**config.mk**
```make
export PLATFORM = sky130hd
export DESIGN_NAME = ctw_core_timer
export DESIGN_NICKNAME = d
export VERILOG_FILES = /design/src/pkg/ctw_pkg.sv /design/src/verilog/ctw_core_timer.sv
export SDC_FILE = /design/constraint.sdc
export NUM_CORES = 1
export LEC_CHECK = 0
export BUFFER_PORTS_ARGS = -buffer_cell sky130_fd_sc_hd__buf_2
export CORE_MARGIN = 3
export CORE_UTILIZATION = 45
export DETAILED_ROUTE_END_ITERATION = 10
export HOLD_SLACK_MARGIN = 0.03
export PLACE_DENSITY = 0.76
export SLEW_MARGIN = 10
export SYNTH_ARGS = -nofsm -noshare
export SYNTH_HDL_FRONTEND = slang
export SYNTH_SLANG_ARGS = --single-unit
```
**constraint.sdc**
```tcl
create_clock -name pclk -period 4.2 [get_ports pclk]
set_clock_uncertainty 0.15 [all_clocks]
set_input_delay 0.63 -clock pclk [delete_from_list [all_inputs] [get_ports pclk]]
set_output_delay 0.63 -clock pclk [all_outputs]
set_load 0.05 [all_outputs]
```
**src/pkg/ctw_pkg.sv**
```systemverilog
package ctw_pkg;

  // APB bus widths.
  localparam int ADDR_W = 16;
  localparam int DATA_W = 32;

  // Printed register offsets are kept as indices; the byte address is four times the index.
  localparam logic [ADDR_W-1:0] IDX_CTRL = 16'h0008;
  localparam logic [ADDR_W-1:0] IDX_COUNT = 16'h0009;
  localparam logic [ADDR_W-1:0] IDX_WDOG = 16'h3FF0;

  // Control and status field positions.
  localparam int B_OVF_FLAG = 7;
  localparam int B_PER_FLAG = 6;
  localparam int B_OVF_EN = 5;
  localparam int B_PER_EN = 4;
  localparam int B_OVF_CLR = 3;
  localparam int B_PER_CLR = 2;
  localparam int B_RATE_HI = 1;
  localparam int B_RATE_LO = 0;
  localparam int B_WDOG_SVC = 0;

  // Counter chain layout: prescaler, ripple counter, one stage, four periodic stages.
  localparam int CHAIN_W = 15;
  localparam int CNT_LSB = 2;
  localparam int CNT_MSB = 9;
  localparam int TAP_BASE = 10;
  localparam int NUM_TAPS = 4;
  localparam int WDOG_W = 3;

  // Reset values and timing counts.
  localparam logic [1:0] RATE_RST = 2'h3;
  localparam logic [CHAIN_W-1:0] POR_LAST = 15'h0FDF;
  localparam logic [WDOG_W-1:0] WDOG_LAST = 3'h7;
  localparam int RST_PIN_CYC = 3;
  localparam logic [1:0] RST_PIN_LOAD = 2'(RST_PIN_CYC);

  // APB request as seen by the slave.
  typedef struct packed {
    logic psel;
    logic penable;
    logic pwrite;
    logic [ADDR_W-1:0] paddr;
    logic [DATA_W-1:0] pwdata;
  } ctw_apb_req_s;

  // APB answer from the slave.
  typedef struct packed {
    logic [DATA_W-1:0] prdata;
    logic pready;
    logic pslverr;
  } ctw_apb_rsp_s;

  // Byte address of a register from its index.
  function automatic logic [ADDR_W-1:0] reg_addr(input logic [ADDR_W-1:0] idx);
    reg_addr = ADDR_W'({idx, 2'b00});
  endfunction

endpackage

```
**src/verilog/ctw_core_timer.sv**
```systemverilog
// Function
// - Bus clock divided by four clocks an 8-bit ripple counter heading the chain.
// - Count register at index 09 reads the live ripple count, read-only, undisturbed.
// - Overflow flag sets when the ripple counter rolls from FF to 00.
// - One further stage gives bus clock over 2048 feeding the periodic divider.
// - Rate select 00..11 picks periods of 2^11, 2^12, 2^13, 2^14 clocks.
// - Periodic flag sets on each selected tap event; direct writes ignored.
// - Writing 1 to overflow clear bit clears overflow flag; bit reads zero.
// - Writing 1 to periodic clear bit clears periodic flag; bit reads zero.
// - Interrupt request while overflow enable and overflow flag are both set.
// - Interrupt request while periodic enable and periodic flag are both set.
// - Reset clears both flags and enables and sets rate select to 11.
// - Selected tap divided by eight forms the watchdog; timeout forces internal reset.
// - Watchdog timeout also pulls the reset pin low for at least three clocks.
// - Any chip reset, including the reset pin, clears the whole counter chain.
// - Watchdog stays on in wait; disabled stop instruction causes internal reset.
// - Power-up counts 4064 cycles, then releases reset and clears the chain again.
// - Chain and watchdog keep running in wait; timer interrupt wakes the CPU.
`timescale 1ns/10ps
module ctw_core_timer (
  // APB clock and reset.
  input wire logic pclk,
  input wire logic presetn,
  // APB slave.
  input wire logic psel,
  input wire logic penable,
  input wire logic pwrite,
  input wire logic [ctw_pkg::ADDR_W-1:0] paddr,
  input wire logic [ctw_pkg::DATA_W-1:0] pwdata,
  output logic [ctw_pkg::DATA_W-1:0] prdata,
  output logic pready,
  output logic pslverr,
  // Configuration and CPU status.
  input wire logic wdog_enable,
  input wire logic stop_disabled,
  input wire logic stop_exec,
  // Open-drain reset pin.
  input wire logic reset_pin_i,
  output logic reset_pin_o,
  output logic reset_pin_oe,
  // Towards the CPU core.
  output logic timer_irq,
  output logic cpu_reset
);
  import ctw_pkg::*;

  // Whole state of the block.
  typedef struct packed {
    logic [CHAIN_W-1:0] chain;
    logic [WDOG_W-1:0] wdog_div;
    logic por;
    logic ovf_flag;
    logic per_flag;
    logic ovf_en;
    logic per_en;
    logic [1:0] rate;
    logic [DATA_W-1:0] prdata;
    logic pready;
    logic pslverr;
    logic irq;
    logic [1:0] rst_cnt;
    logic int_rst;
    logic pin_oe;
    logic cpu_rst;
    logic pin_s1;
    logic pin_s2;
    logic wde_s1;
    logic wde_s2;
  } ctw_state_s;

  ctw_state_s s_r;
  ctw_state_s s_nxt;
  ctw_apb_req_s req;

  // Per-tap events: chain bits up to the tap are all ones, so the tap toggles next cycle.
  logic ovf_evt;
  logic [NUM_TAPS-1:0] tap_evt;
  logic per_evt;
  logic hold;
  logic chip_rst;
  logic setup;
  logic access;
  logic svc_wr;
  logic ctrl_wr;
  logic wdog_to;
  logic stop_rst;

  assign req = '{psel: psel, penable: penable, pwrite: pwrite, paddr: paddr, pwdata: pwdata};

  // The ripple counter overflows when the prescaler and all eight counter bits are ones.
  assign ovf_evt = &s_r.chain[CNT_MSB:0];

  // One tap per periodic stage; a generate keeps the four comparisons uniform.
  genvar g;
  generate
    for (g = 0; g < NUM_TAPS; g++) begin : g_tap
      assign tap_evt[g] = &s_r.chain[TAP_BASE+g:0];
    end
  endgenerate

  // The selected tap drives both the periodic flag and the watchdog divider.
  assign per_evt = tap_evt[s_r.rate];

  // Reset pin low or an internal reset clears the chain; power-up reset lets it run.
  assign hold = s_r.int_rst | ~s_r.pin_s2;
  assign chip_rst = hold | s_r.por;

  // Bus phases; pready is high in every access phase, so an access ends at its first edge.
  assign setup = req.psel & ~req.penable;
  assign access = req.psel & req.penable & s_r.pready;
  assign ctrl_wr = access & req.pwrite & (req.paddr == reg_addr(IDX_CTRL));
  assign svc_wr = access & req.pwrite & (req.paddr == reg_addr(IDX_WDOG))
                  & ~req.pwdata[B_WDOG_SVC];

  // A watchdog timeout needs the option enabled and the eighth selected tap event.
  assign wdog_to = s_r.wde_s2 & ~chip_rst & per_evt & (s_r.wdog_div == WDOG_LAST) & ~svc_wr;
  // The stop instruction is illegal when the option disables it, and resets the part.
  assign stop_rst = stop_exec & stop_disabled & ~chip_rst;

  // Next-state logic for the whole block.
  always_comb begin
    s_nxt = s_r;
    // Two-flop synchronisers for the pin and the option input.
    s_nxt.pin_s1 = reset_pin_i;
    s_nxt.pin_s2 = s_r.pin_s1;
    s_nxt.wde_s1 = wdog_enable;
    s_nxt.wde_s2 = s_r.wde_s1;

    // The chain runs every bus clock, also while the CPU waits; only resets stop it.
    if (hold) begin
      s_nxt.chain = '0;
      s_nxt.wdog_div = '0;
    end else if (s_r.por && s_r.chain == POR_LAST) begin
      s_nxt.por = 1'b0;
      s_nxt.chain = '0;
      s_nxt.wdog_div = '0;
    end else begin
      s_nxt.chain = s_r.chain + 1'b1;
      if (svc_wr) begin
        s_nxt.wdog_div = '0;
      end else if (per_evt && !s_r.por) begin
        s_nxt.wdog_div = s_r.wdog_div + 1'b1;
      end
    end

    // Control and status: reset values while any chip reset is active.
    if (chip_rst) begin
      s_nxt.ovf_flag = 1'b0;
      s_nxt.per_flag = 1'b0;
      s_nxt.ovf_en = 1'b0;
      s_nxt.per_en = 1'b0;
      s_nxt.rate = RATE_RST;
    end else begin
      if (ctrl_wr) begin
        s_nxt.ovf_en = req.pwdata[B_OVF_EN];
        s_nxt.per_en = req.pwdata[B_PER_EN];
        s_nxt.rate = req.pwdata[B_RATE_HI:B_RATE_LO];
        if (req.pwdata[B_OVF_CLR]) begin
          s_nxt.ovf_flag = 1'b0;
        end
        if (req.pwdata[B_PER_CLR]) begin
          s_nxt.per_flag = 1'b0;
        end
      end
      // Setting comes after clearing so that a coincident event is never lost.
      if (ovf_evt) begin
        s_nxt.ovf_flag = 1'b1;
      end
      if (per_evt) begin
        s_nxt.per_flag = 1'b1;
      end
    end

    // The request is a level; it stays up in wait mode and so wakes the CPU.
    s_nxt.irq = ~chip_rst & ((s_nxt.ovf_en & s_nxt.ovf_flag)
                | (s_nxt.per_en & s_nxt.per_flag));

    // Internal reset: pin driven low for the set count; the synced pin then extends it.
    if (wdog_to || stop_rst) begin
      s_nxt.rst_cnt = RST_PIN_LOAD;
    end else if (s_r.rst_cnt != 2'h0) begin
      s_nxt.rst_cnt = s_r.rst_cnt - 1'b1;
    end
    s_nxt.pin_oe = (s_nxt.rst_cnt != 2'h0);
    s_nxt.int_rst = (s_nxt.rst_cnt != 2'h0);
    s_nxt.cpu_rst = s_nxt.por | s_nxt.int_rst | ~s_r.pin_s2;

    // APB: read data is captured in the setup phase and shown through the access phase.
    s_nxt.pready = setup;
    if (setup) begin
      s_nxt.prdata = '0;
      s_nxt.pslverr = 1'b0;
      if (req.paddr == reg_addr(IDX_CTRL)) begin
        s_nxt.prdata[B_OVF_FLAG] = s_r.ovf_flag;
        s_nxt.prdata[B_PER_FLAG] = s_r.per_flag;
        s_nxt.prdata[B_OVF_EN] = s_r.ovf_en;
        s_nxt.prdata[B_PER_EN] = s_r.per_en;
        s_nxt.prdata[B_RATE_HI:B_RATE_LO] = s_r.rate;
      end else if (req.paddr == reg_addr(IDX_COUNT)) begin
        s_nxt.prdata[7:0] = s_r.chain[CNT_MSB:CNT_LSB];
      end else if (req.paddr == reg_addr(IDX_WDOG)) begin
        s_nxt.prdata = '0;
      end else begin
        s_nxt.pslverr = 1'b1;
      end
    end else if (!req.psel) begin
      s_nxt.pslverr = 1'b0;
    end
  end

  // State register; power-up starts the chain from zero with the power-on phase active.
  always_ff @(posedge pclk or negedge presetn) begin
    if (!presetn) begin
      s_r <= '0;
      s_r.por <= 1'b1;
      s_r.rate <= RATE_RST;
      s_r.pin_s1 <= 1'b1;
      s_r.pin_s2 <= 1'b1;
      s_r.cpu_rst <= 1'b1;
    end else begin
      s_r <= s_nxt;
    end
  end

  // Outputs straight from the state register; the pin only ever drives low.
  assign prdata = s_r.prdata;
  assign pready = s_r.pready;
  assign pslverr = s_r.pslverr;
  assign timer_irq = s_r.irq;
  assign reset_pin_o = 1'b0;
  assign reset_pin_oe = s_r.pin_oe;
  assign cpu_reset = s_r.cpu_rst;
endmodule
```
# ---- Yosys cells after proc, flatten, opt, wreduce, memory -nomap -nowiden
# Cells that the tools add are included.
dict set report totals {
  reg_bits 44
}
dict set report op_classes {
  addsub 3
  n_lt_le_gt_ge 1
  n_eq_ne 6
  mux 25
  n_bitwise 26
  n_reduce_logical 13
}
# operator count
set op_table {}
lappend op_table {{$mux W18} 2}
lappend op_table {{$eq A16 B6 Y1 const B} 2}
lappend op_table {{$and A1 B1 Y1} 16}
lappend op_table {{$eq A16 B16 Y1 const B} 1}
lappend op_table {{$add A15 B1 Y15 const B} 1}
lappend op_table {{$eq A15 B12 Y1 const B} 1}
lappend op_table {{$reduce_and A14 Y1} 1}
lappend op_table {{$reduce_and A13 Y1} 1}
lappend op_table {{$mux W1} 12}
lappend op_table {{$mux W6} 2}
lappend op_table {{$reduce_and A12 Y1} 1}
lappend op_table {{$reduce_and A11 Y1} 1}
lappend op_table {{$reduce_and A10 Y1} 1}
lappend op_table {{$mux W2} 4}
lappend op_table {{$mux W8} 1}
lappend op_table {{$mux W3} 2}
lappend op_table {{$reduce_bool A2 Y1} 3}
lappend op_table {{$not A1 Y1} 5}
lappend op_table {{$or A1 B1 Y1} 5}
lappend op_table {{$mux W4} 1}
lappend op_table {{$reduce_bool A4 Y1} 1}
lappend op_table {{$add A3 B1 Y3 const B} 1}
lappend op_table {{$eq A3 B3 Y1 const B} 1}
lappend op_table {{$lt A2 B3 Y1 const B} 1}
lappend op_table {{other kinds (6)} 7}

# ---- Logic depth before layout (Yosys ltp)
dict set report logic_depth {
  word_depth 13
  depth_mapped 7
  ltp_nobuf 7
}

# ---- Worst setup path before layout
# No wires, ideal clock.
dict set report synth_path {
  path_kind {input -> register}
  start {input port paddr[1] (netlist name)}
  end {register s_r, in the netlist timer_irq}
  setup_ns 0.101
  arrival_ns 2.050
  t_required_ns 3.949
  path_slack_ns 1.900
  path_stages 6
  n_path_buf 1
  cell_sequence {or3_1 nor3_1 and2_1 buf_2 mux2_1 o32ai_1}
}
# item line
set synth_lines {}
lappend synth_lines {{from (decl)} ctw_core_timer.sv:28} ;# input wire logic [ctw_pkg::ADDR_W-1:0] paddr,
lappend synth_lines {{to (signal assigned)} ctw_core_timer.sv:221} ;# s_r <= s_nxt;
lappend synth_lines {{to (decl)} ctw_core_timer.sv:71} ;# ctw_state_s s_r;

# ---- Final worst setup path
dict set report layout_path {
  start {register s_r[54] (netlist name)}
  end {register s_r[51] (netlist name)}
}
dict set report layout_via {
  elab_chain_cells 5
}
# item line
set layout_rtl {}
lappend layout_rtl {{$reduce_and A14 Y1 (tied with other cells)} ctw_core_timer.sv:97} ;# assign tap_evt[g] = &s_r.chain[TAP_BASE+g:0];
lappend layout_rtl {{$bmux W1 S2} ctw_core_timer.sv:102} ;# assign per_evt = tap_evt[s_r.rate];
lappend layout_rtl {{$mux W1 (implied by the code)} ctw_core_timer.sv:102}
lappend layout_rtl {{$logic_and A1 B1 Y1} ctw_core_timer.sv:141} ;# end else if (per_evt && !s_r.por) begin
lappend layout_rtl {{$reduce_bool A4 Y1 (no line)} -}
# Parallel ways exist; a longest one is shown, timed or not. The select of a mux whose other input is x is not followed.
# A chain may end at the register's enable or synchronous reset.

==> qor.csv <==
stage,metric,value,unit
timing,RSZ-0062 raised after global routing,false,
cells_and_area,"Net count, final",327,
synthesis,synth unique cells,41,
timing,Worst Tran Pin Value,0.941,ns
synthesis,Cells after Synth,230,
routing,Initial DRC Count,103,
place,GPL Wtd Cong,0.840,
critical_path,Top delay family on crit path,simple AND/OR/NAND/NOR gates,
routing,number of nets still failing antenna checks after routing,0,
critical_path,"Cell Chain, Critical Path","ha_1, nand3_1, or4_1, o21bai_2, a21o_1, nor2_1",
cts,hold_buf cts,0,
timing,Final setup viols,0,
timing,post-layout min period,2.53,ns
place,Placed Instances,327,
routing,DR WL/cell,13.1,microns
timing,Hold WS,0.202,ns
cts,H-tree depth,2,
cells_and_area,most frequent cells in the layout,"43 x buf_2, 38 x dfrtp_1, 26 x nor2_1",
critical_path,Crit Path Max Fanout,16,
timing,Pins Over Slew Limit,0,
synthesis,post-synth top area share,42.0,%
cts,clock-pin slew on the worst setup and hold paths,0.07,ns
die,die area,5920,sq um
synthesis,ys flop type,dfrtp_1,
synthesis,Mapped Area,2260,sq um
flow_run,Max Cap Violations,0,
synthesis,Post-synth ARST share,100,%
place,DP Area,2390,sq um
cells_and_area,Layout Area Growth over Synthesis,11.1,%
grt,antenna violations before repair,0,
cells_and_area,Post-Layout Inst Area,2510,sq um
grt,number of global-route vias before repair,1587,
cells_and_area,Layout Utilization,52.5,%
cells_and_area,layout cells sized above 1,22.8,%
cts,Post-CTS Setup Inserts,0,
cts,CTS Buf Count,5,
synthesis,sequential area share after synthesis,49.0,%
grt,Total Routing Usage GR,15.9,%
die,core area,4790,sq um
critical_path,Worst setup SP type,register,
power,Pwr per Cell Area,357,nW/um^2
grt,largest net degree at the start of global routing,45,
timing,Tcrit/Tclk final,60.2,%
place,dpl hpwl,3310,microns
die,IO Pins,95,
cells_and_area,"commonest non-fill, non-tap cell in the layout",buf_2,
grt,total grt overflow,0,
power,Pleak,1.17,nW
timing,FMAX,395,MHz
synthesis,Synth Warn #,0,
routing,vias per cell,4.81,
cts,clk sinks,44,
cts,clock tree buffer depth,2,
timing,setup total negative slack,0,ns
timing,max_slew headroom,37.3,%
power,maximum VDD drop,130,uV
synthesis,Synth area leaders,"dfrtp_1 42%, buf_4 11%, dfstp_2 7.0%",
synthesis,synthesized area per cell,9.84,sq um
routing,final wirelength,4380,microns
cts,clock insertion delay at the later pin of the skew report,0.30,ns
place,pre-CTS setup slack,1.50,ns
cts,CTS tree,yes,
outcome,outcome,"complete, no violations",
critical_path,WS Path Type,register to register,
synthesis,number of flops mapped to enable cells by yosys,0,
synthesis,Synth Register Bits,44,
cells_and_area,final std cells w/o fill,335,
grt,global-route wire length before repair,7380,microns
critical_path,Max stage delay on crit path,0.65,ns
critical_path,WP data required,4.24,ns
routing,Vias,1613,
synthesis,post-synth top area cell,dfrtp_1,
cells_and_area,ant diodes,0,
power,Pwr Total,0.897,mW
place,IO buf count,43,
critical_path,Buf/Inv on CP,0,
critical_path,WP data arrival,2.57,ns
routing,DRC errors left,0,
routing,drt first pass iters,4,
timing,final hold vios,0,
die,DIE HEIGHT,76.9,microns
die,FP Rows,25,
die,Die W,76.9,microns
cells_and_area,Fillers,443,
die,Initial Util,47.3,%
critical_path,"Slowest-stage cell, CP",or4_1,
cts,post_cts resized,0,
min_path,Worst Hold Class,register to register,
cts,root buf cell,clkbuf_8,
timing,PnR worst setup slack,1.67,ns
critical_path,crit end category,register,
final timing paths:
check | from | end | slack, ns | depth (start not counted)
max | s_r[54] | s_r[51] | 1.67 | 6
min reg2reg | s_nxt[0] | s_r[0] | 0.20 | 0
max in group asynchronous | presetn | s_r[55] | 2.99 | 1
max reg2reg | s_r[54] | s_r[51] | 1.67 | 6
min | s_nxt[0] | s_r[0] | 0.20 | 0
min in group asynchronous | presetn | s_r[7] | 0.32 | 1
flip-flops by register name, indices dropped and copies added, names as in the netlist:
register and count:
s_r 29, prdata 8, s_nxt 2, cpu_reset 1
pready 1, pslverr 1, reset_pin_oe 1, timer_irq 1
kinds of logic after synthesis:
logic type | Yosys count | synth area share [%]
other | 1 | 0.166
AO/OA/AOI/OAI | 27 | 8.13
buffers and inverters | 44 | 12.9
multiplexers | 6 | 2.71
XOR/XNOR | 14 | 5.42
flip-flops | 44 | 49.0
adder cells (fa/ha/maj) | 3 | 1.66
AND/OR/NAND/NOR | 91 | 20.1
report_power, final:
group          internal, mW  switching (mW)  leakage, nW
registers             0.433         0.00462        0.583
logic                0.0211          0.0898        0.525
clock network         0.210           0.139       0.0645
total                 0.664           0.233         1.17
area by class of cell:
class | count | area [sq um] | share of cell area [%]
tap | 67 | 83.8 | 3.33
multi-input combinational | 166 | 953 | 37.9
clock inverter | 1 | 30.0 | 1.19
inverter | 7 | 26.3 | 1.05
clock buffer | 7 | 96.3 | 3.83
sequential | 44 | 1110 | 44.1
timing repair buffer | 43 | 215 | 8.56
metal layers:
layer / share of wire [%] / global-route usage, % / vias up
li1: - / - / 803
met5: 0 / 0 / -
met1: 41 / 18.5 / 756
met3: 4.6 / 4.46 / 12
met4: 3.3 / 8.88 / 0
met2: 51 / 26.2 / 42
synthesized netlist by cell type (2+ instances only):
cell type	number
a21oi_1	3
a22oi_1	6
and3_1	3
buf_2	2
buf_4	33
clkbuf_1	2
dfrtp_1	38
dfstp_2	6
ha_1	3
inv_1	7
mux2i_1	5
nand2_1	24
nand2b_1	4
nand3_1	5
nand4_1	7
nor2_1	26
nor3_1	7
nor4_1	3
o21ai_1	10
or3_1	2
or4_1	2
xnor2_1	7
xor2_1	7
Power figures use the tool's default switching activity.
